===== src/rtl/fsp_defines.svh =====
// register map, field positions, reset values and timing counts of the
// flash status poller; included by bare name, definitions only
`ifndef FSP_DEFINES_SVH
`define FSP_DEFINES_SVH

// software port offsets (5-bit byte address)
`define FSP_REG_CTRL 5'h00
`define FSP_REG_ADDR 5'h04
`define FSP_REG_WDATA 5'h08
`define FSP_REG_RDATA 5'h0C
`define FSP_REG_STATUS 5'h10

// control register bits (write-one commands)
`define FSP_CTRL_WRITE 0
`define FSP_CTRL_READ 1
`define FSP_CTRL_POLL 2
`define FSP_CTRL_SWRST 3
`define FSP_CTRL_HWRST 4
`define FSP_CTRL_PRECLR 5
`define FSP_CTRL_ERASE_ADD 6
`define FSP_CTRL_POLL_AFTER 7

// status register bits
`define FSP_ST_BUSY 0
`define FSP_ST_DONE 1
`define FSP_ST_FAIL 2
`define FSP_ST_TIMEOUT 3
`define FSP_ST_ERASE_TMR 4
`define FSP_ST_TOGGLE2 5
`define FSP_ST_READY 6
`define FSP_ST_LOCK_ABORT 7
`define FSP_ST_REFUSED 8
`define FSP_ST_SUPPLY_LOW 9
`define FSP_ST_W 10
`define FSP_ST_RESET 10'h000

// data line positions of the status flags
`define FSP_DQ_POLL 7
`define FSP_DQ_TOGGLE1 6
`define FSP_DQ_TIMEOUT 5
`define FSP_DQ_ERASE_TMR 3
`define FSP_DQ_TOGGLE2 2

// software reset command data
`define FSP_SWRST_DATA 8'hF0

// timing
`define FSP_CLK_NS 100
`define FSP_T_ACC_NS 100
`define FSP_ACC_CYC ((`FSP_T_ACC_NS + `FSP_CLK_NS - 1) / `FSP_CLK_NS)
`define FSP_SYNC_CYC 2
`define FSP_T_RST_NS 500
`define FSP_RST_CYC ((`FSP_T_RST_NS + `FSP_CLK_NS - 1) / `FSP_CLK_NS)
`define FSP_OP_MAX_S 350
`define FSP_OP_MAX_CYC (64'd`FSP_OP_MAX_S * (64'd1000000000 / 64'd`FSP_CLK_NS))

`endif


===== src/rtl/fsp_pkg.sv =====
// types of the flash status poller
// assumes nothing beyond a SystemVerilog compiler
package fsp_pkg;

  typedef enum logic [2:0] {
    FSP_IDLE,
    FSP_W_SET,
    FSP_W_LOW,
    FSP_W_END,
    FSP_R_LOW,
    FSP_R_END,
    FSP_HW_RST
  } fsp_state_e;

endpackage


===== src/rtl/fsp_poller.sv =====
// host-side controller of a parallel flash: bus cycles, status polling,
// reset commands and supply lockout handling
// assumes a 10 MHz clock, an external pull-up on the ready/busy line and
// a supervisor that reports low supply on supply_low
//
// Chosen here: the address-and-strobe port and the address map.
`timescale 1ns/1ps
`include "fsp_defines.svh"

module fsp_poller
  import fsp_pkg::*;
#(
  parameter int AW = 20,
  parameter int DW = 16,
  parameter logic [31:0] POLL_LIMIT = 32'(`FSP_OP_MAX_CYC)
) (
  // clock and reset
  input wire logic clk,
  input wire logic rst_n,
  input wire logic clk_en,
  // software port
  input wire logic [4:0] sw_addr,
  input wire logic [31:0] sw_wdata,
  input wire logic sw_wr,
  input wire logic sw_rd,
  output logic [31:0] sw_rdata,
  // flash pins
  output logic flash_ce_n,
  output logic flash_oe_n,
  output logic flash_we_n,
  output logic flash_rst_n,
  output logic [AW-1:0] flash_addr,
  input wire logic [DW-1:0] dq_in,
  output logic [DW-1:0] dq_out,
  output logic dq_oe,
  input wire logic ready_busy_n,
  // supply supervisor
  input wire logic supply_low
);

  localparam logic [3:0] RD_CYC = 4'(`FSP_ACC_CYC + `FSP_SYNC_CYC);
  localparam logic [3:0] RST_CYC = 4'(`FSP_RST_CYC);

  if (DW < 8 || AW < 1 || AW > 32 || DW > 32) begin : g_bad_width
    $error("fsp_poller: AW must be 1..32 and DW 8..32");
  end
  if (POLL_LIMIT == 32'h0) begin : g_bad_limit
    $error("fsp_poller: POLL_LIMIT must be nonzero");
  end

  fsp_state_e state, next_state;
  logic [3:0] wcnt, next_wcnt;
  logic [31:0] pcnt, next_pcnt;
  logic [AW-1:0] op_addr, next_op_addr;
  logic [DW-1:0] op_wdata, next_op_wdata;
  logic [DW-1:0] rdata, next_rdata;
  logic [`FSP_ST_W-1:0] status, next_status;
  logic first_tog, next_first_tog;
  logic have_first, next_have_first;
  logic polling, next_polling;
  logic poll_after, next_poll_after;
  logic pre_pend, next_pre_pend;
  logic rst_only, next_rst_only;
  logic chk_pend, next_chk_pend;
  logic next_ce_n, next_oe_n, next_we_n, next_frst_n, next_dq_oe;
  logic [AW-1:0] next_flash_addr;
  logic [DW-1:0] next_dq_out;
  logic [31:0] next_sw_rdata;
  logic [DW-1:0] dq_s;
  logic rb_s, sup_low_s;

  // pins from outside the clock domain
  fsp_sync #(.W(DW + 2), .INIT({{DW{1'b0}}, 1'b1, 1'b0})) u_sync (
    .clk(clk),
    .rst_n(rst_n),
    .clk_en(clk_en),
    .async_in({dq_in, ready_busy_n, supply_low}),
    .sync_out({dq_s, rb_s, sup_low_s})
  );

  function automatic logic is_drive(input fsp_state_e s);
    return (s == FSP_W_SET) || (s == FSP_W_LOW) || (s == FSP_W_END);
  endfunction

  always_comb begin
    next_state = state;
    next_wcnt = wcnt;
    next_pcnt = pcnt;
    next_op_addr = op_addr;
    next_op_wdata = op_wdata;
    next_rdata = rdata;
    next_status = status;
    next_first_tog = first_tog;
    next_have_first = have_first;
    next_polling = polling;
    next_poll_after = poll_after;
    next_pre_pend = pre_pend;
    next_rst_only = rst_only;
    next_chk_pend = chk_pend;
    next_status[`FSP_ST_READY] = rb_s;
    next_status[`FSP_ST_SUPPLY_LOW] = sup_low_s;
    if (polling) begin
      next_pcnt = pcnt + 32'h1;
    end
    unique case (state)
      FSP_IDLE: begin
        if (sw_wr && sw_addr == `FSP_REG_ADDR) begin
          next_op_addr = sw_wdata[AW-1:0];
        end
        if (sw_wr && sw_addr == `FSP_REG_WDATA) begin
          next_op_wdata = sw_wdata[DW-1:0];
        end
        if (sw_wr && sw_addr == `FSP_REG_CTRL && sw_wdata[7:0] != 8'h00) begin
          next_status[`FSP_ST_DONE] = 1'b0;
          next_status[`FSP_ST_FAIL] = 1'b0;
          next_status[`FSP_ST_LOCK_ABORT] = 1'b0;
          next_status[`FSP_ST_REFUSED] = 1'b0;
          next_pcnt = 32'h0;
          next_have_first = 1'b0;
          next_poll_after = sw_wdata[`FSP_CTRL_POLL_AFTER];
          next_pre_pend = sw_wdata[`FSP_CTRL_PRECLR];
          next_rst_only = 1'b0;
          next_chk_pend = 1'b0;
          if (sup_low_s && !sw_wdata[`FSP_CTRL_HWRST]) begin
            // flash would drop it anyway; tell software to retry later
            next_status[`FSP_ST_REFUSED] = 1'b1;
          end else if (sw_wdata[`FSP_CTRL_HWRST]) begin
            next_wcnt = 4'h0;
            next_state = FSP_HW_RST;
          end else if (sw_wdata[`FSP_CTRL_SWRST]) begin
            next_pre_pend = 1'b1;
            next_rst_only = 1'b1;
            next_state = FSP_W_SET;
          end else if (sw_wdata[`FSP_CTRL_ERASE_ADD]) begin
            // hold window check: erase_timer_flag must still read zero
            next_chk_pend = 1'b1;
            next_wcnt = 4'h0;
            next_state = FSP_R_LOW;
          end else if (sw_wdata[`FSP_CTRL_WRITE]) begin
            next_state = FSP_W_SET;
          end else if (sw_wdata[`FSP_CTRL_POLL]) begin
            next_polling = 1'b1;
            next_wcnt = 4'h0;
            next_state = FSP_R_LOW;
          end else if (sw_wdata[`FSP_CTRL_READ]) begin
            next_wcnt = 4'h0;
            next_state = FSP_R_LOW;
          end
        end
      end
      FSP_W_SET: next_state = FSP_W_LOW;
      FSP_W_LOW: next_state = FSP_W_END;
      FSP_W_END: begin
        if (pre_pend) begin
          next_pre_pend = 1'b0;
          if (rst_only) begin
            next_rst_only = 1'b0;
            next_status[`FSP_ST_DONE] = 1'b1;
            next_state = FSP_IDLE;
          end else begin
            next_state = FSP_W_SET;
          end
        end else if (poll_after) begin
          // toggling is live from the strobe rise just made
          next_polling = 1'b1;
          next_have_first = 1'b0;
          next_pcnt = 32'h0;
          next_wcnt = 4'h0;
          next_state = FSP_R_LOW;
        end else begin
          next_status[`FSP_ST_DONE] = 1'b1;
          next_state = FSP_IDLE;
        end
      end
      FSP_R_LOW: begin
        next_wcnt = wcnt + 4'h1;
        if (wcnt == RD_CYC - 4'h1) begin
          next_state = FSP_R_END;
        end
      end
      FSP_R_END: begin
        // bits 0, 1 and 4 carry no status and are not interpreted
        next_rdata = dq_s;
        next_status[`FSP_ST_TIMEOUT] = dq_s[`FSP_DQ_TIMEOUT];
        next_status[`FSP_ST_ERASE_TMR] = dq_s[`FSP_DQ_ERASE_TMR];
        next_status[`FSP_ST_TOGGLE2] = dq_s[`FSP_DQ_TOGGLE2];
        next_wcnt = 4'h0;
        next_state = FSP_IDLE;
        if (chk_pend) begin
          next_chk_pend = 1'b0;
          if (dq_s[`FSP_DQ_ERASE_TMR]) begin
            next_status[`FSP_ST_REFUSED] = 1'b1;
          end else begin
            next_state = FSP_W_SET;
          end
        end else if (polling) begin
          next_first_tog = dq_s[`FSP_DQ_TOGGLE1];
          next_have_first = 1'b1;
          if (!have_first) begin
            next_state = FSP_R_LOW;
          end else if (dq_s[`FSP_DQ_TOGGLE1] == first_tog) begin
            // steady bit: finished, protected-block abort included
            next_polling = 1'b0;
            next_status[`FSP_ST_DONE] = 1'b1;
          end else if (dq_s[`FSP_DQ_TIMEOUT] || pcnt >= POLL_LIMIT) begin
            // still toggling after timeout: failed, flash needs a reset
            next_polling = 1'b0;
            next_status[`FSP_ST_FAIL] = 1'b1;
            next_pre_pend = 1'b1;
            next_rst_only = 1'b1;
            next_state = FSP_W_SET;
          end else begin
            next_state = FSP_R_LOW;
          end
        end else begin
          next_status[`FSP_ST_DONE] = 1'b1;
        end
      end
      FSP_HW_RST: begin
        next_wcnt = wcnt + 4'h1;
        if (wcnt == RST_CYC - 4'h1) begin
          next_status[`FSP_ST_DONE] = 1'b1;
          next_state = FSP_IDLE;
        end
      end
    endcase
    // the flash drops an interrupted operation; abandon ours too
    if (sup_low_s && state != FSP_IDLE && state != FSP_HW_RST) begin
      next_state = FSP_IDLE;
      next_polling = 1'b0;
      next_pre_pend = 1'b0;
      next_rst_only = 1'b0;
      next_chk_pend = 1'b0;
      next_status[`FSP_ST_LOCK_ABORT] = 1'b1;
    end
    next_status[`FSP_ST_BUSY] = (next_state != FSP_IDLE);
    // pins follow the next state so they come straight from flops
    next_ce_n = !(is_drive(next_state) || next_state == FSP_R_LOW);
    next_oe_n = (next_state != FSP_R_LOW);
    next_we_n = (next_state != FSP_W_LOW);
    next_frst_n = (next_state != FSP_HW_RST);
    next_dq_oe = is_drive(next_state);
    next_flash_addr = next_op_addr;
    next_dq_out = next_pre_pend ? DW'(`FSP_SWRST_DATA) : next_op_wdata;
    next_sw_rdata = 32'h0;
    if (sw_rd) begin
      unique case (sw_addr)
        `FSP_REG_ADDR: next_sw_rdata = 32'(op_addr);
        `FSP_REG_WDATA: next_sw_rdata = 32'(op_wdata);
        `FSP_REG_RDATA: next_sw_rdata = 32'(rdata);
        `FSP_REG_STATUS: next_sw_rdata = 32'(status);
        default: next_sw_rdata = 32'h0;
      endcase
    end
  end

  // reset leaves every strobe high, so nothing is latched at power-up
  always_ff @(posedge clk or negedge rst_n) begin
    if (!rst_n) begin
      state <= FSP_IDLE;
      wcnt <= 4'h0;
      pcnt <= 32'h0;
      op_addr <= '0;
      op_wdata <= '0;
      rdata <= '0;
      status <= `FSP_ST_RESET;
      first_tog <= 1'b0;
      have_first <= 1'b0;
      polling <= 1'b0;
      poll_after <= 1'b0;
      pre_pend <= 1'b0;
      rst_only <= 1'b0;
      chk_pend <= 1'b0;
      flash_ce_n <= 1'b1;
      flash_oe_n <= 1'b1;
      flash_we_n <= 1'b1;
      flash_rst_n <= 1'b1;
      flash_addr <= '0;
      dq_out <= '0;
      dq_oe <= 1'b0;
      sw_rdata <= 32'h0;
    end else if (clk_en) begin
      state <= next_state;
      wcnt <= next_wcnt;
      pcnt <= next_pcnt;
      op_addr <= next_op_addr;
      op_wdata <= next_op_wdata;
      rdata <= next_rdata;
      status <= next_status;
      first_tog <= next_first_tog;
      have_first <= next_have_first;
      polling <= next_polling;
      poll_after <= next_poll_after;
      pre_pend <= next_pre_pend;
      rst_only <= next_rst_only;
      chk_pend <= next_chk_pend;
      flash_ce_n <= next_ce_n;
      flash_oe_n <= next_oe_n;
      flash_we_n <= next_we_n;
      flash_rst_n <= next_frst_n;
      flash_addr <= next_flash_addr;
      dq_out <= next_dq_out;
      dq_oe <= next_dq_oe;
      sw_rdata <= next_sw_rdata;
    end
  end

endmodule


===== src/rtl/fsp_sync.sv =====
// two-flop synchroniser bank for pin inputs
// assumes clk, rst_n and clk_en shared with the poller
`timescale 1ns/1ps
module fsp_sync #(
  parameter int W = 1,
  parameter logic [W-1:0] INIT = '0
) (
  // clock and reset
  input wire logic clk,
  input wire logic rst_n,
  input wire logic clk_en,
  // data
  input wire logic [W-1:0] async_in,
  output logic [W-1:0] sync_out
);

  logic [W-1:0] meta;

  always_ff @(posedge clk or negedge rst_n) begin
    if (!rst_n) begin
      meta <= INIT;
      sync_out <= INIT;
    end else if (clk_en) begin
      meta <= async_in;
      sync_out <= meta;
    end
  end

endmodule


===== config.mk =====
export PLATFORM = sky130hd
export DESIGN_NAME = fsp_poller
export DESIGN_NICKNAME = d
export VERILOG_FILES = /design/src/rtl/fsp_pkg.sv /design/src/rtl/fsp_poller.sv /design/src/rtl/fsp_sync.sv
export VERILOG_INCLUDE_DIRS = /design/src /design/src/rtl
export SDC_FILE = /design/constraint.sdc
export NUM_CORES = 1
export LEC_CHECK = 0
export ABC_AREA = 1
export ABC_CLOCK_PERIOD_IN_PS = 2100
export BUFFER_PORTS_ARGS = -buffer_cell sky130_fd_sc_hd__buf_2
export CAP_MARGIN = 20
export CORE_MARGIN = 1
export CORE_UTILIZATION = 35
export CTS_CLUSTER_SIZE = 14
export DETAILED_ROUTE_END_ITERATION = 10
export GPL_TIMING_DRIVEN = 1
export SLEW_MARGIN = 20
export SYNTH_ARGS = -nofsm -noshare
export SYNTH_HDL_FRONTEND = slang
export SYNTH_SLANG_ARGS = --single-unit

===== constraint.sdc =====
create_clock -name clk -period 2.1 [get_ports clk]
set_input_delay 0.525 -clock clk [delete_from_list [all_inputs] [get_ports clk]]
set_output_delay 0.525 -clock clk [all_outputs]
set_load 0.02 [all_outputs]

==> metrics <==
routability cong.=0.884; f_max=526 MHz; Num CTS Buffers=17; most frequent CP cell=nand2_1; Post-synth EDFFs=0; DR vias/cell=around 4.8; leading cell types by count after synthesis=295 x nand2_1, 176 x dfrtp_1, 116 x inv_1; initial antenna violation count=1; Core Box Area=25100 µm²; Crit Path Class=flop to flop; Setup Skew=roughly 0.014 ns; port bufs=roughly 110; grt ovf=0; Routed WL=approximately 24 mm; Root Driver=clkbuf_16; Internal=between 7 and 8 mW; Hold WC Path Type=input pin to asynchronous set/reset pin; fin crit share=90.4%; Buffers & Inverters on Critical Path=1; share of post-route cells with drive strength above 1=between 20 and 25%; Die Span Y=between 150 and 200 µm; sequential share of the synthesized area=roughly half; hold_ws=~0.047 ns; clock share of power=slightly below 30%; Yosys reg bits=~180; Crit path largest cell delay=~0.43 ns; Primary FF master, synth=dfrtp_1; io pins=around 130; via count=~7700; Remaining DRCs=0; Post-Route Setup TNS=0 ns; worst-skew pair later-pin latency=roughly 0.44 ns; peak supply drop=around 0.00047 V; # setup viols final=0; NumNets Final=1306; first-pass GRT wire length=a little under 40 mm; max cap viols=0; Top Family by Delay on Critical Path=simple AND/OR/NAND/NOR gates; DRT antenna net count=0; CP max FO=4; cell count after synthesis=between 1000 and 1500; YS warnings=0; HPWL reported at the end of detailed placement=between 15 and 20 mm; RSZ-0062 raised after global routing=no; placed cells=1551; final hold viol count=0; Final min period=~1.9 ns; Synth top area share=49.4%; die area=~26000 µm²; Seq pwr share=a little over two fifths; Switch Pwr=about 4.2 mW; Pleak=about 5.6 nW; Clock transition at path regs=about 0.08 ns; Logic pwr share=between 20% and 30%; die width=between 150 and 200 µm; cell taking the most area after synthesis=dfrtp_1; Slew Limit Fails=0; CP Data Required Time=about 2.5 ns; vias in the first global route=7377; DR pass1 iterations=5; wire per inst=14.9 µm; Distinct cells, synth=between 40 and 50; status=finished, final reports clean; Power Dens Cells=around 1000 nW/µm²; Syn Area/Cell=between 8 and 9 µm²; row cnt=58; clock sinks=about 180; initial drt markers=572; largest net degree at the start of global routing=50; Longest Clk Path Bufs=2; CTS tree=built; crit path cell chain=nand2_1 > nor2_2 > nand2_1 > nor2_2 > nand2_1 > nand2_1 > nand3_1 > buf_4 > nand2_1 > nand2_1 > nand2_1 > nand2_1 > nand3_1 > nand2_1; Synth Cell Area=about 8900 µm²; Worst path slowest cell=dfrtp_1; Switching Fraction=a little under two fifths; H-tree levels=4; Initial Utilization=35.5%; CP endpoint kind=flop; final core utilization=43.5%; post-synthesis async set-or-reset flop share=100%; synth top area cells=dfrtp_1 49%, nand2_1 12%, o21ai_0 6.1%; CP arrival=2.27 ns; Non-Filler Instances=1586; Layout Area Growth over Synthesis=22.3%; all-layer global routing usage=between 10% and 20%; CP Launch Type=flop; most numerous cell in the Yosys netlist=nand2_1
==> layout by cell type (no fill, tap or decap), types with 3 or more instances in the layout <==
cell,instances
nand2_2,3
mux2_2,5
conb_1,12
a21oi_1,42
buf_12,6
o21ai_1,3
buf_4,67
inv_4,3
inv_6,3
nand4_1,15
xor2_1,16
nor2_2,8
nor2_1,80
clkinv_8,4
clkbuf_16,17
o21ai_0,108
o21bai_1,7
nor3_1,12
o22ai_1,8
ha_1,5
dfrtp_1,176
a22o_1,5
nand3_1,41
inv_8,3
or2_2,3
buf_2,106
nor2_4,4
inv_2,10
nor4_1,6
a32o_1,4
inv_1,116
dfstp_2,6
xnor2_1,5
nand2_1,295
a221oi_1,12
a21o_1,7
==> routing by layer <==
layer	global-route usage, %	share of wire, %
met5	0	0
met4	6.43	1.7
met3	3.31	4.9
met2	29.3	46
met1	26.7	47
==> power groups by stage <==
stage / Combinational, mW / Clock (mW) / Sequential, mW
6_report: 3.31 / 3.28 / 4.69
5_1_grt: 3.72 / 3.51 / 4.76
3_5_place_dp: 3.32 / 0 / 4.74
4_1_cts: 3.33 / 3.36 / 4.68
3_3_place_gp: 3.26 / 0 / 4.73
2_1_floorplan: 2.02 / 0 / 4.86
==> through the flow <==
step / power (mW) / cell area, µm² / worst slack [ns]
final: 11.3 / 10900 / 0.201
after global routing: 12.0 / 10900 / 0.00584
after CTS: 11.4 / 10900 / 0.163
after detailed placement: 8.06 / 10300 / -0.124
after global placement: 7.99 / 10300 / -0.0950
after floorplan: 6.88 / 8960 / 0.298
==> worst paths after layout <==
kind                                 from                 end  slack (ns)  cells past startpoint
max                              pcnt[16]          flash_ce_n        0.20                     14
min                                 rst_n             wcnt[1]        0.05                      1
max reg2reg                      pcnt[16]          flash_ce_n        0.20                     14
min reg2reg                u_sync.meta[1]  u_sync.sync_out[1]        0.46                      2
max in group asynchronous           rst_n  u_sync.sync_out[1]        1.42                      2
min in group clk             ready_busy_n      u_sync.meta[1]        0.28                      3
==> timing repair <==
item                                    CTS  global route
setup buffers                             0             1
gates resized for setup                   0             5
hold buffers                              0             0
endpoints found under the setup margin    0            25
==> worst register-to-register path, cell delays in order, from the launching register on <==
cell	delay (ns)
dfrtp_1	0.43
nand2_1	0.13
nor2_2	0.13
nand2_1	0.07
nor2_2	0.14
nand2_1	0.06
nand2_1	0.11
nand3_1	0.13
buf_4	0.16
nand2_1	0.12
nand2_1	0.09
nand2_1	0.08
nand2_1	0.07
nand3_1	0.08
nand2_1	0.05
==> cells by family after synthesis <==
group | Yosys count | synth area share [%]
AOI/OAI and AO/OA | 209 | 13.7
xor gates and xnor gates | 21 | 2.06
buffers and inverters | 179 | 8.61
muxes | 5 | 0.631
adders and majority gates | 5 | 0.701
other | 1 | 0.0420
and+or+nand+nor | 478 | 23.1
DFF | 182 | 51.1
==> cell type report <==
cell class,count,area [µm²]
Fill cell,2513,14200
Sequential cell,182,4560
Multi-Input combinational cell,730,3660
Timing Repair Buffer,180,1170
Inverter,130,495
Clock buffer,17,425
Tap cell,330,413
Clock inverter,15,188
Antenna cell,2,5.00
==> sequential cells by signal (all words and copies together), names as in the netlist, 3 cells and up <==
signal and flops:
pcnt 32, op_addr 20, sw_rdata 20, u_sync.meta 18
u_sync.sync_out 18, dq_out 16, op_wdata 16, rdata 16
status 7, wcnt 4, state 3
(Power assumes the default switching activity.)
